**config.mk**
```make
export PLATFORM = sky130hd
export DESIGN_NAME = tgc_top
export DESIGN_NICKNAME = d
export VERILOG_FILES = /design/src/tgc_pkg.sv /design/src/tgc_sync.sv /design/src/tgc_top.sv
export VERILOG_INCLUDE_DIRS = /design/src
export SDC_FILE = /design/constraint.sdc
export NUM_CORES = 1
export LEC_CHECK = 0
export ABC_CLOCK_PERIOD_IN_PS = 2500
export BUFFER_PORTS_ARGS = -buffer_cell sky130_fd_sc_hd__buf_2
export CAP_MARGIN = 10
export CORE_MARGIN = 2
export CORE_UTILIZATION = 50
export CTS_CLUSTER_SIZE = 16
export DETAILED_ROUTE_END_ITERATION = 10
export HOLD_SLACK_MARGIN = 0.03
export MAX_ROUTING_LAYER = met4
export PLACE_DENSITY = 0.8
export SYNTH_ARGS = -nofsm -noshare
export SYNTH_HDL_FRONTEND = slang
export SYNTH_SLANG_ARGS = --single-unit
```
**constraint.sdc**
```tcl
create_clock -name hclk -period 2.5 [get_ports hclk]
set_clock_uncertainty 0.1 [all_clocks]
set_input_delay 0.25 -clock hclk [delete_from_list [all_inputs] [get_ports hclk]]
set_output_delay 0.25 -clock hclk [all_outputs]
set_load 0.005 [all_outputs]
```
**src/tgc_consts.svh**
```systemverilog
// Constants for the timer gate control block
`ifndef TGC_CONSTS_SVH
`define TGC_CONSTS_SVH
// ----------------------------------------
// Register byte addresses
// ----------------------------------------
`define TGC_ADDR_MAIN 4'h0
`define TGC_ADDR_GATE 4'h4
`define TGC_ADDR_CNTL 4'h8
`define TGC_ADDR_CNTH 4'hC
`define TGC_ADDR_STAT 5'h10
`define TGC_ADDR_MASK 5'h14
// ----------------------------------------
// Gate control fields and main timer-on bit
// ----------------------------------------
`define TGC_BIT_GE 7
`define TGC_BIT_POL 6
`define TGC_BIT_TM 5
`define TGC_BIT_SPM 4
`define TGC_BIT_GO 3
`define TGC_BIT_VAL 2
`define TGC_MAIN_ON 0
// ----------------------------------------
// Source codes, reset values and interrupt width
// ----------------------------------------
`define TGC_SRC_PIN 2'b00
`define TGC_SRC_OVF 2'b01
`define TGC_SRC_MATCH 2'b10
`define TGC_RST_BYTE 8'h00
`define TGC_RST_CNT 16'h0000
`define TGC_INT_W 2
`endif

```
**src/tgc_pkg.sv**
```systemverilog
// Types for the timer gate control block
package tgc_pkg;
    typedef enum logic [1:0] {
        TGC_SP_IDLE = 2'b00,
        TGC_SP_ARMED = 2'b01,
        TGC_SP_OPEN = 2'b10
    } tgc_sp_e;
    typedef logic [1:0] tgc_src_t;
endpackage

```
**src/tgc_sync.sv**
```systemverilog
// Three-stage synchroniser with agreement of the last two stages
module tgc_sync
    import tgc_pkg::*;
#(
    parameter int WIDTH = 1
) (
    input wire logic hclk,
    input wire logic hresetn,
    input wire logic [WIDTH-1:0] din,
    output logic [WIDTH-1:0] dout
);
    logic [WIDTH-1:0] s1;
    logic [WIDTH-1:0] s2;
    logic [WIDTH-1:0] s3;
    if (WIDTH < 1) begin : g_bad_width
        $error("tgc_sync width must be positive");
    end
    genvar i;
    generate
        for (i = 0; i < WIDTH; i++) begin : g_bit
            always_ff @(posedge hclk or negedge hresetn) begin
                if (!hresetn) begin
                    s1[i] <= 1'b0;
                    s2[i] <= 1'b0;
                    s3[i] <= 1'b0;
                    dout[i] <= 1'b0;
                end else begin
                    s1[i] <= din[i];
                    s2[i] <= s1[i];
                    s3[i] <= s2[i];
                    if (s2[i] == s3[i]) begin
                        dout[i] <= s3[i];
                    end
                end
            end
        end
    endgenerate
endmodule

```
**src/tgc_top.sv**
```systemverilog
// Timer gate control with 16-bit counter and AHB-Lite registers
// Operation
// - Gate polarity 1 counts while the gate is high, 0 while it is low.
// - Toggle mode routes the gate through a toggle flip-flop.
// - Writing toggle mode 0 disables toggling and clears the toggle flip-flop.
// - In toggle mode the flip-flop changes on each rising edge of the selected gate.
// - Software arms an acquisition by setting go/done in a write that also sets single-pulse mode; it reads 1 while waiting.
// - Hardware clears go/done when the acquisition completes.
// - Gate value shows the processed gate, qualified by single-pulse control when that mode is on, whatever gate enable says.
// - Source select picks pin, companion overflow or period match; 11 is reserved.
// - Writable gate bits reset to 0 on power-on reset.
// - The count is 16 bits, reached as high and low byte registers.
`include "tgc_consts.svh"
module tgc_top
    import tgc_pkg::*;
(
    input wire logic hclk,
    input wire logic hresetn,
    input wire logic hsel,
    input wire logic [31:0] haddr,
    input wire logic [1:0] htrans,
    input wire logic hwrite,
    input wire logic [2:0] hsize,
    input wire logic [31:0] hwdata,
    input wire logic hready,
    output logic [31:0] hrdata,
    output logic hreadyout,
    output logic hresp,
    input wire logic gate_pin,
    input wire logic companion_overflow,
    input wire logic period_match,
    output logic [15:0] count,
    output logic irq
);
    // ----------------------------------------
    // Registers and bus capture
    // ----------------------------------------
    logic [7:0] main_ctl;
    logic [7:0] gate_ctl;
    logic [15:0] cnt;
    logic [`TGC_INT_W-1:0] int_stat;
    logic [`TGC_INT_W-1:0] int_mask;
    logic wr_pend;
    logic [7:0] wr_addr;
    logic pin_s;
    logic [2:0] src_raw;
    logic [2:0] src_s;
    logic sel_gate;
    logic sel_prev;
    logic sel_rise;
    logic tog_ff;
    logic pol_gate;
    logic proc_gate;
    tgc_sp_e sp_state;
    logic sp_qual;
    logic gate_val;
    logic count_en;
    logic sp_done;
    logic cnt_wrap;
    logic wr_go;
    logic wr_gate;
    logic [7:0] wd;
    assign wd = hwdata[7:0];
    assign wr_go = wr_pend && (wr_addr == {4'h0, `TGC_ADDR_GATE}) && wd[`TGC_BIT_GO];
    assign wr_gate = wr_pend && (wr_addr == {4'h0, `TGC_ADDR_GATE});
    assign hreadyout = 1'b1;
    assign hresp = 1'b0;
    assign count = cnt;
    always_ff @(posedge hclk or negedge hresetn) begin
        if (!hresetn) begin
            wr_pend <= 1'b0;
            wr_addr <= 8'h00;
        end else if (hready) begin
            wr_pend <= hsel && htrans[1] && hwrite;
            wr_addr <= haddr[7:0];
        end else begin
            wr_pend <= 1'b0;
        end
    end
    always_ff @(posedge hclk or negedge hresetn) begin
        if (!hresetn) begin
            hrdata <= 32'h0000_0000;
        end else if (hready && hsel && htrans[1] && !hwrite) begin
            case (haddr[7:0])
                {4'h0, `TGC_ADDR_MAIN}: hrdata <= {24'h00_0000, main_ctl};
                {4'h0, `TGC_ADDR_GATE}: hrdata <= {24'h00_0000, gate_ctl[7:3], gate_val,
                    gate_ctl[1:0]};
                {4'h0, `TGC_ADDR_CNTL}: hrdata <= {24'h00_0000, cnt[7:0]};
                {4'h0, `TGC_ADDR_CNTH}: hrdata <= {24'h00_0000, cnt[15:8]};
                {3'h0, `TGC_ADDR_STAT}: hrdata <= {30'h0000_0000, int_stat};
                {3'h0, `TGC_ADDR_MASK}: hrdata <= {30'h0000_0000, int_mask};
                default: hrdata <= 32'h0000_0000;
            endcase
        end
    end
    // ----------------------------------------
    // Control registers
    // ----------------------------------------
    always_ff @(posedge hclk or negedge hresetn) begin
        if (!hresetn) begin
            main_ctl <= `TGC_RST_BYTE;
        end else if (wr_pend && wr_addr == {4'h0, `TGC_ADDR_MAIN}) begin
            main_ctl <= {wd[7:2], 1'b0, wd[0]};
        end
    end
    always_ff @(posedge hclk or negedge hresetn) begin
        if (!hresetn) begin
            gate_ctl <= `TGC_RST_BYTE;
        end else begin
            if (wr_gate) begin
                gate_ctl[7:4] <= wd[7:4];
                gate_ctl[1:0] <= wd[1:0];
            end
            gate_ctl[2] <= 1'b0;
            if (wr_go && wd[`TGC_BIT_SPM]) begin
                gate_ctl[`TGC_BIT_GO] <= 1'b1;
            end else if (sp_done || (wr_gate && !wd[`TGC_BIT_SPM])) begin
                gate_ctl[`TGC_BIT_GO] <= 1'b0;
            end
        end
    end
    // ----------------------------------------
    // Gate path
    // ----------------------------------------
    tgc_sync #(.WIDTH(3)) tgc_sync_i (
        .hclk(hclk),
        .hresetn(hresetn),
        .din({period_match, companion_overflow, gate_pin}),
        .dout(src_raw)
    );
    assign src_s = src_raw;
    assign pin_s = src_s[0];
    always_comb begin
        case (gate_ctl[1:0])
            `TGC_SRC_PIN: sel_gate = pin_s;
            `TGC_SRC_OVF: sel_gate = src_s[1];
            `TGC_SRC_MATCH: sel_gate = src_s[2];
            default: sel_gate = 1'b0;
        endcase
    end
    always_ff @(posedge hclk or negedge hresetn) begin
        if (!hresetn) begin
            sel_prev <= 1'b0;
        end else begin
            sel_prev <= sel_gate;
        end
    end
    assign sel_rise = sel_gate && !sel_prev;
    always_ff @(posedge hclk or negedge hresetn) begin
        if (!hresetn) begin
            tog_ff <= 1'b0;
        end else if (!gate_ctl[`TGC_BIT_TM]) begin
            tog_ff <= 1'b0;
        end else if (sel_rise) begin
            tog_ff <= !tog_ff;
        end
    end
    assign pol_gate = gate_ctl[`TGC_BIT_TM] ? tog_ff : sel_gate;
    assign proc_gate = gate_ctl[`TGC_BIT_POL] ? pol_gate : !pol_gate;
    // ----------------------------------------
    // Single-pulse control
    // ----------------------------------------
    always_ff @(posedge hclk or negedge hresetn) begin
        if (!hresetn) begin
            sp_state <= TGC_SP_IDLE;
        end else if (wr_gate && !wd[`TGC_BIT_SPM]) begin
            sp_state <= TGC_SP_IDLE;
        end else if (wr_go && wd[`TGC_BIT_SPM]) begin
            sp_state <= TGC_SP_ARMED;
        end else if (!gate_ctl[`TGC_BIT_SPM]) begin
            sp_state <= TGC_SP_IDLE;
        end else begin
            case (sp_state)
                TGC_SP_IDLE: sp_state <= TGC_SP_IDLE;
                TGC_SP_ARMED: if (proc_gate) sp_state <= TGC_SP_OPEN;
                TGC_SP_OPEN: if (!proc_gate) sp_state <= TGC_SP_IDLE;
                default: sp_state <= TGC_SP_IDLE;
            endcase
        end
    end
    assign sp_done = gate_ctl[`TGC_BIT_SPM] && sp_state == TGC_SP_OPEN && !proc_gate;
    assign sp_qual = !gate_ctl[`TGC_BIT_SPM] || (sp_state != TGC_SP_IDLE && proc_gate) &&
        (sp_state == TGC_SP_OPEN || sp_state == TGC_SP_ARMED);
    assign gate_val = proc_gate && sp_qual;
    assign count_en = main_ctl[`TGC_MAIN_ON] &&
        (!gate_ctl[`TGC_BIT_GE] || gate_val);
    // ----------------------------------------
    // Counter
    // ----------------------------------------
    assign cnt_wrap = count_en && cnt == 16'hFFFF;
    always_ff @(posedge hclk or negedge hresetn) begin
        if (!hresetn) begin
            cnt <= `TGC_RST_CNT;
        end else if (wr_pend && wr_addr == {4'h0, `TGC_ADDR_CNTL}) begin
            cnt[7:0] <= wd;
        end else if (wr_pend && wr_addr == {4'h0, `TGC_ADDR_CNTH}) begin
            cnt[15:8] <= wd;
        end else if (count_en) begin
            cnt <= cnt + 16'h0001;
        end
    end
    // ----------------------------------------
    // Interrupts
    // ----------------------------------------
    logic [`TGC_INT_W-1:0] int_set;
    logic stat_wr;
    assign int_set = {sp_done, cnt_wrap};
    assign stat_wr = wr_pend && wr_addr == {3'h0, `TGC_ADDR_STAT};
    if (`TGC_INT_W != 2) begin : g_int_check
        $error("tgc_top serves exactly two status events");
    end
    // Set wins over a clear in the same cycle
    genvar k;
    generate
        for (k = 0; k < `TGC_INT_W; k++) begin : g_stat
            always_ff @(posedge hclk or negedge hresetn) begin
                if (!hresetn) begin
                    int_stat[k] <= 1'b0;
                end else if (int_set[k]) begin
                    int_stat[k] <= 1'b1;
                end else if (stat_wr && hwdata[k]) begin
                    int_stat[k] <= 1'b0;
                end
            end
        end
    endgenerate
    always_ff @(posedge hclk or negedge hresetn) begin
        if (!hresetn) begin
            int_mask <= '0;
        end else if (wr_pend && wr_addr == {3'h0, `TGC_ADDR_MASK}) begin
            int_mask <= hwdata[`TGC_INT_W-1:0];
        end
    end
    assign irq = |(int_stat & int_mask);
    // ----------------------------------------
    // Checks
    // ----------------------------------------
    a_off_no_count: assert property (@(posedge hclk) disable iff (!hresetn)
        !main_ctl[`TGC_MAIN_ON] && !wr_pend |=> $stable(cnt))
        else $error("count moved while off");
    a_free_count: assert property (@(posedge hclk) disable iff (!hresetn)
        main_ctl[`TGC_MAIN_ON] && !gate_ctl[`TGC_BIT_GE] && !wr_pend |=>
        cnt == $past(cnt) + 16'h0001)
        else $error("free count missed");
    a_gate_count: assert property (@(posedge hclk) disable iff (!hresetn)
        main_ctl[`TGC_MAIN_ON] && gate_ctl[`TGC_BIT_GE] && !wr_pend |=>
        cnt == $past(cnt) + {15'h0000, $past(gate_val)})
        else $error("gated count wrong");
    a_main_write: assert property (@(posedge hclk) disable iff (!hresetn)
        wr_pend && wr_addr == {4'h0, `TGC_ADDR_MAIN} |=>
        main_ctl[`TGC_MAIN_ON] == $past(wd[`TGC_MAIN_ON]))
        else $error("timer on not written");
    a_pol_level: assert property (@(posedge hclk) disable iff (!hresetn)
        !gate_ctl[`TGC_BIT_TM] && !gate_ctl[`TGC_BIT_SPM] |->
        gate_val == (gate_ctl[`TGC_BIT_POL] ~^ sel_gate))
        else $error("polarity wrong");
    a_tog_route: assert property (@(posedge hclk) disable iff (!hresetn)
        gate_ctl[`TGC_BIT_TM] && !gate_ctl[`TGC_BIT_SPM] |->
        gate_val == (gate_ctl[`TGC_BIT_POL] ~^ tog_ff))
        else $error("toggle not routed");
    a_tog_clear: assert property (@(posedge hclk) disable iff (!hresetn)
        !gate_ctl[`TGC_BIT_TM] |=> !tog_ff)
        else $error("toggle not cleared");
    a_tog_edge: assert property (@(posedge hclk) disable iff (!hresetn)
        gate_ctl[`TGC_BIT_TM] && sel_rise && !wr_gate |=> tog_ff != $past(tog_ff))
        else $error("toggle missed edge");
    a_tog_hold: assert property (@(posedge hclk) disable iff (!hresetn)
        gate_ctl[`TGC_BIT_TM] && !sel_rise && !wr_gate |=> $stable(tog_ff))
        else $error("toggle moved without edge");
    a_sp_block: assert property (@(posedge hclk) disable iff (!hresetn)
        gate_ctl[`TGC_BIT_SPM] && sp_state == TGC_SP_IDLE |-> !gate_val)
        else $error("gate passed while not armed");
    a_sp_open: assert property (@(posedge hclk) disable iff (!hresetn)
        gate_ctl[`TGC_BIT_SPM] && sp_state == TGC_SP_ARMED && proc_gate && !wr_gate |=>
        sp_state == TGC_SP_OPEN)
        else $error("pulse window not opened");
    a_sp_off_idle: assert property (@(posedge hclk) disable iff (!hresetn)
        !gate_ctl[`TGC_BIT_SPM] && !wr_gate |=> sp_state == TGC_SP_IDLE)
        else $error("pulse control active while off");
    a_go_drop: assert property (@(posedge hclk) disable iff (!hresetn)
        wr_gate && !wd[`TGC_BIT_SPM] |=> !gate_ctl[`TGC_BIT_GO])
        else $error("go kept with pulse mode off");
    a_go_set: assert property (@(posedge hclk) disable iff (!hresetn)
        wr_go && wd[`TGC_BIT_SPM] |=> gate_ctl[`TGC_BIT_GO])
        else $error("go not set");
    a_sp_arm: assert property (@(posedge hclk) disable iff (!hresetn)
        wr_go && wd[`TGC_BIT_SPM] |=> sp_state == TGC_SP_ARMED)
        else $error("acquisition not armed");
    a_arm_wait: assert property (@(posedge hclk) disable iff (!hresetn)
        gate_ctl[`TGC_BIT_GO] |-> sp_state != TGC_SP_IDLE)
        else $error("go set while not waiting");
    a_arm_keep: assert property (@(posedge hclk) disable iff (!hresetn)
        gate_ctl[`TGC_BIT_GO] && !sp_done && !wr_gate |=> gate_ctl[`TGC_BIT_GO])
        else $error("go dropped early");
    a_done_clear: assert property (@(posedge hclk) disable iff (!hresetn)
        sp_done && !wr_go |=> !gate_ctl[`TGC_BIT_GO])
        else $error("done not cleared");
    a_sp_done_idle: assert property (@(posedge hclk) disable iff (!hresetn)
        sp_done && !wr_go |=> sp_state == TGC_SP_IDLE)
        else $error("pulse control not idle after done");
    a_done_flag: assert property (@(posedge hclk) disable iff (!hresetn)
        sp_done |=> int_stat[1])
        else $error("done status not set");
    a_stat_clear: assert property (@(posedge hclk) disable iff (!hresetn)
        stat_wr && hwdata[1] && !sp_done |=> !int_stat[1])
        else $error("done status not cleared");
    a_src_reserved: assert property (@(posedge hclk) disable iff (!hresetn)
        gate_ctl[1:0] == 2'b11 |-> !sel_gate)
        else $error("reserved source");
    a_cnt_low: assert property (@(posedge hclk) disable iff (!hresetn)
        wr_pend && wr_addr == {4'h0, `TGC_ADDR_CNTL} |=> cnt[7:0] == $past(wd))
        else $error("low byte not written");
    a_cnt_high: assert property (@(posedge hclk) disable iff (!hresetn)
        wr_pend && wr_addr == {4'h0, `TGC_ADDR_CNTH} |=> cnt[15:8] == $past(wd))
        else $error("high byte not written");
    a_wrap_zero: assert property (@(posedge hclk) disable iff (!hresetn)
        cnt_wrap && !wr_pend |=> cnt == 16'h0000)
        else $error("count did not wrap");
    a_wrap_flag: assert property (@(posedge hclk) disable iff (!hresetn)
        cnt_wrap |=> int_stat[0])
        else $error("wrap status not set");
    c_single_pulse: cover property (@(posedge hclk) disable iff (!hresetn) sp_done);
    c_toggle: cover property (@(posedge hclk) disable iff (!hresetn)
        gate_ctl[`TGC_BIT_TM] && sel_rise);
    c_irq: cover property (@(posedge hclk) disable iff (!hresetn) irq);
    c_arm_wait: cover property (@(posedge hclk) disable iff (!hresetn)
        sp_state == TGC_SP_ARMED && proc_gate);
    c_match_src: cover property (@(posedge hclk) disable iff (!hresetn)
        gate_ctl[1:0] == `TGC_SRC_MATCH && gate_val);
endmodule

```
==> impl_metrics.csv <==
group,metric,value,unit
status,status,"completed",
timing,hold_viol,0,
detailed_routing,avgRoutedWirePerCell,16.3,um
critical_path,setup.worst_path.start_class,"flip-flop",
power,switchingPower,0.000950,W
flow_run,maxCapViolations,0,
layout,fin_util,58.3,%
power,swShare,31.7,%
power,leakage,1.89,nW
layout,area_growth,14.3,%
layout,num_antenna_cells,0,
clock_network,clkSlewWorstSetupHoldPaths,0.07,ns
yosys,yosys.area.top_type,"dfrtp_1",
clock_network,cts_max_path_buffers,2,
worst_hold_path,min_path_cells,2,
clock_network,insertion_delay,0.34,ns
die,dieArea,8020,um2
worst_hold_path,hp-class,"in -> reg",
timing,fmax,0.433,GHz
global_route,grt_pass1_vias,2646,
power,internal_power,0.00205,W
clock_network,numClockSinks,67,
timing,slew_headroom,54.0,%
clock_network,cts_buffers,9,
yosys,ys_seq_area_share,45.8,%
die,die_h,89.6,um
detailed_routing,drc,0,
timing,drv_slew,0,
critical_path,r2r_start,"wr_addr[1]$_DFFE_PN0P_",
yosys,synth_common_cells,"dfrtp_1 (67), nand2_1 (36), buf_4 (27)",
yosys,syn-cell-area,3660,um2
yosys,synthTopCellsByArea,"dfrtp_1 (46%), mux2_2 (6.8%), buf_4 (5.5%)",
power,p_seq_share,47.5,%
die,die_w,89.6,um
global_route,grt_pass1_wl,13.3,mm
timing,tns,0,ns
timing,setup_viol_count_final,0,
die,std_cell_rows,31,
power,p_per_area,716,nW/um2
global_route,grt-ovfl-total,0,
clock_network,post_cts_buffers,0,
critical_path,timing_worst_setup_path_type,"reg -> reg",
power,combinationalPowerShare,22.0,%
placement,hpwl,6.18,mm
clock_network,htree_levels,3,
critical_path,crit_start,"wr_addr[1]$_DFFE_PN0P_",
yosys,synth_most_common_cell,"dfrtp_1",
yosys,ys_types,62,
yosys,ys_seq_elements,67,
critical_path,critPathCaptureType,"flip-flop",
global_route,gr-usage-all-layers,22.8,%
die,coreArea,7180,um2
critical_path,rr_worst_depth,6,
detailed_routing,vias_per_cell,5.58,
power,clock_power_share,30.4,%
placement,portBuffers,49,
critical_path,crit_arrival,2.44,ns
yosys,synth_edf_count,0,
power,vdd_drop_max,0.444,mV
timing,fin_crit,2.31,ns
yosys,synthCells,350,
yosys,yosysTopAreaCellShare,45.8,%
yosys,synth_flop_cell,"dfrtp_1",
layout,nets,488,
yosys,syn_avg_cell_area,10.5,um2
die,start_util,51.0,%
critical_path,required,2.63,ns
detailed_routing,postRouteAntennaNets,0,
global_route,antenna_found_initial,0,
layout,layout-drive-gt1-share,28.5,%
clock_network,clockRootBuffer,"clkbuf_8",
detailed_routing,dr.pass1.iters,6,
detailed_routing,routed_wl,8.30,mm
die,io_pins,128,
worst_hold_path,min-delay-start,"haddr[7]",
placement,routabilityCongestion,0.866,
timing,min_period_over_period,92.5,%
timing,tightestPinTransition,0.690,ns
yosys,yosys_warnings,0,
detailed_routing,dr.first_iter.drc_count,171,
detailed_routing,num_vias,2848,
critical_path,path_max_fanout,10,
global_route,grt_max_degree,38,
yosys,async_flop_share,100,%
clock_network,cts_tree,"built",
timing,rsz0062_at_grt,"false",
==> power by group through the flow <==
stage	registers, W	logic, W	clock network, W
final	0.00142	0.000660	0.000912
after CTS	0.00141	0.000658	0.000927
after floorplan	0.00138	0.000423	0
after global routing	0.00144	0.000738	0.000976
after global placement	0.00143	0.000626	0
after detailed placement	0.00143	0.000650	0
==> path summary, 6_finish.rpt <==
| check | end | slack [ns] |
|---|---|---|
| max in group asynchronous | count[0]$_DFFE_PN0P_ | 1.28 |
| max reg2reg | count[2]$_DFFE_PN0P_ | 0.19 |
| max | count[2]$_DFFE_PN0P_ | 0.19 |
| min in group asynchronous | tog_ff$_DFFE_PN0P_ | 0.38 |
| min | wr_addr[7]$_DFFE_PN0P_ | 0.06 |
| min reg2reg | tgc_sync_i.s2[2]$_DFF_PN0_ | 0.25 |
==> logic make-up after synthesis <==
family,synth area share [%]
AO/OA/AOI/OAI,14.3
XOR/XNOR,0.718
adder cells (fa/ha/maj),2.19
buffers and inverters,8.54
flip-flops,45.8
multiplexers,12.3
other,0.205
AND/OR/NAND/NOR,16.0
==> placed cells by master, fill, tap and decap left out, types with 6 or more instances in the layout <==
cell / n
dfrtp_1: 67
buf_2: 49
nand2_1: 35
conb_1: 26
mux2_2: 22
inv_1: 14
o21ai_0: 14
nand3_1: 14
nor2_1: 14
a211oi_1: 12
clkbuf_8: 11
nor2b_1: 10
nor3_1: 9
a21oi_1: 8
buf_4: 8
and3_1: 6
o211ai_1: 6
==> timing repair <==
action,4_1_cts,5_1_grt
endpoints found under the hold margin,33,0
gates resized for setup,0,1
endpoints found under the setup margin,0,1
hold buffers,4,0
==> metal layers <==
layer	wire, um	global-route usage [%]	up-vias	part of all wire, %
met5	0	-	-	0
met4	108	7.60	0	1.3
met3	495	3.75	11	6.0
met2	3910	34.2	115	47
met1	3790	31.9	1398	46
li1	-	-	1324	-
==> registers in the layout, summed over array words and instances (netlist names), 3 cells and up <==
register         cells
tgc_sync_i.s2        3
gate_ctl             7
tgc_sync_i.s3        3
tgc_sync_i.s1        3
count               16
main_ctl             7
hrdata               8
tgc_sync_i.dout      3
wr_addr              8
==> final cells by class <==
| type | count | area (um2) |
|---|---|---|
| clock buffer | 11 | 151 |
| inverter | 14 | 52.6 |
| sequential | 67 | 1680 |
| clock inverter | 4 | 50.0 |
| tap | 99 | 124 |
| multi-input combinational | 253 | 1760 |
| fill | 639 | 2990 |
| timing repair buffer | 62 | 365 |
==> critical path: stages, from the launching register on <==
cell and delay, ns:
dfrtp_1 0.38, nor4_1 0.44, and3_1 0.33, and2_1 0.43, a21oi_1 0.15, a211oi_1 0.30, nor2_1 0.07
==> through the flow <==
stage | hold slack [ns] | instance area, um2 | total power [W] | instances | setup WS, ns
2_1_floorplan | -0.146 | 3750 | 0.00180 | 374 | 0.445
3_3_place_gp | 0.217 | 3940 | 0.00205 | 491 | 0.279
3_5_place_dp | 0.229 | 3940 | 0.00208 | 491 | 0.234
4_1_cts | 0.0427 | 4180 | 0.00300 | 510 | 0.168
5_1_grt | 0.0535 | 4180 | 0.00315 | 510 | 0.0767
6_report | 0.0553 | 4180 | 0.00300 | 510 | 0.188
Power figures use the tool's default switching activity.
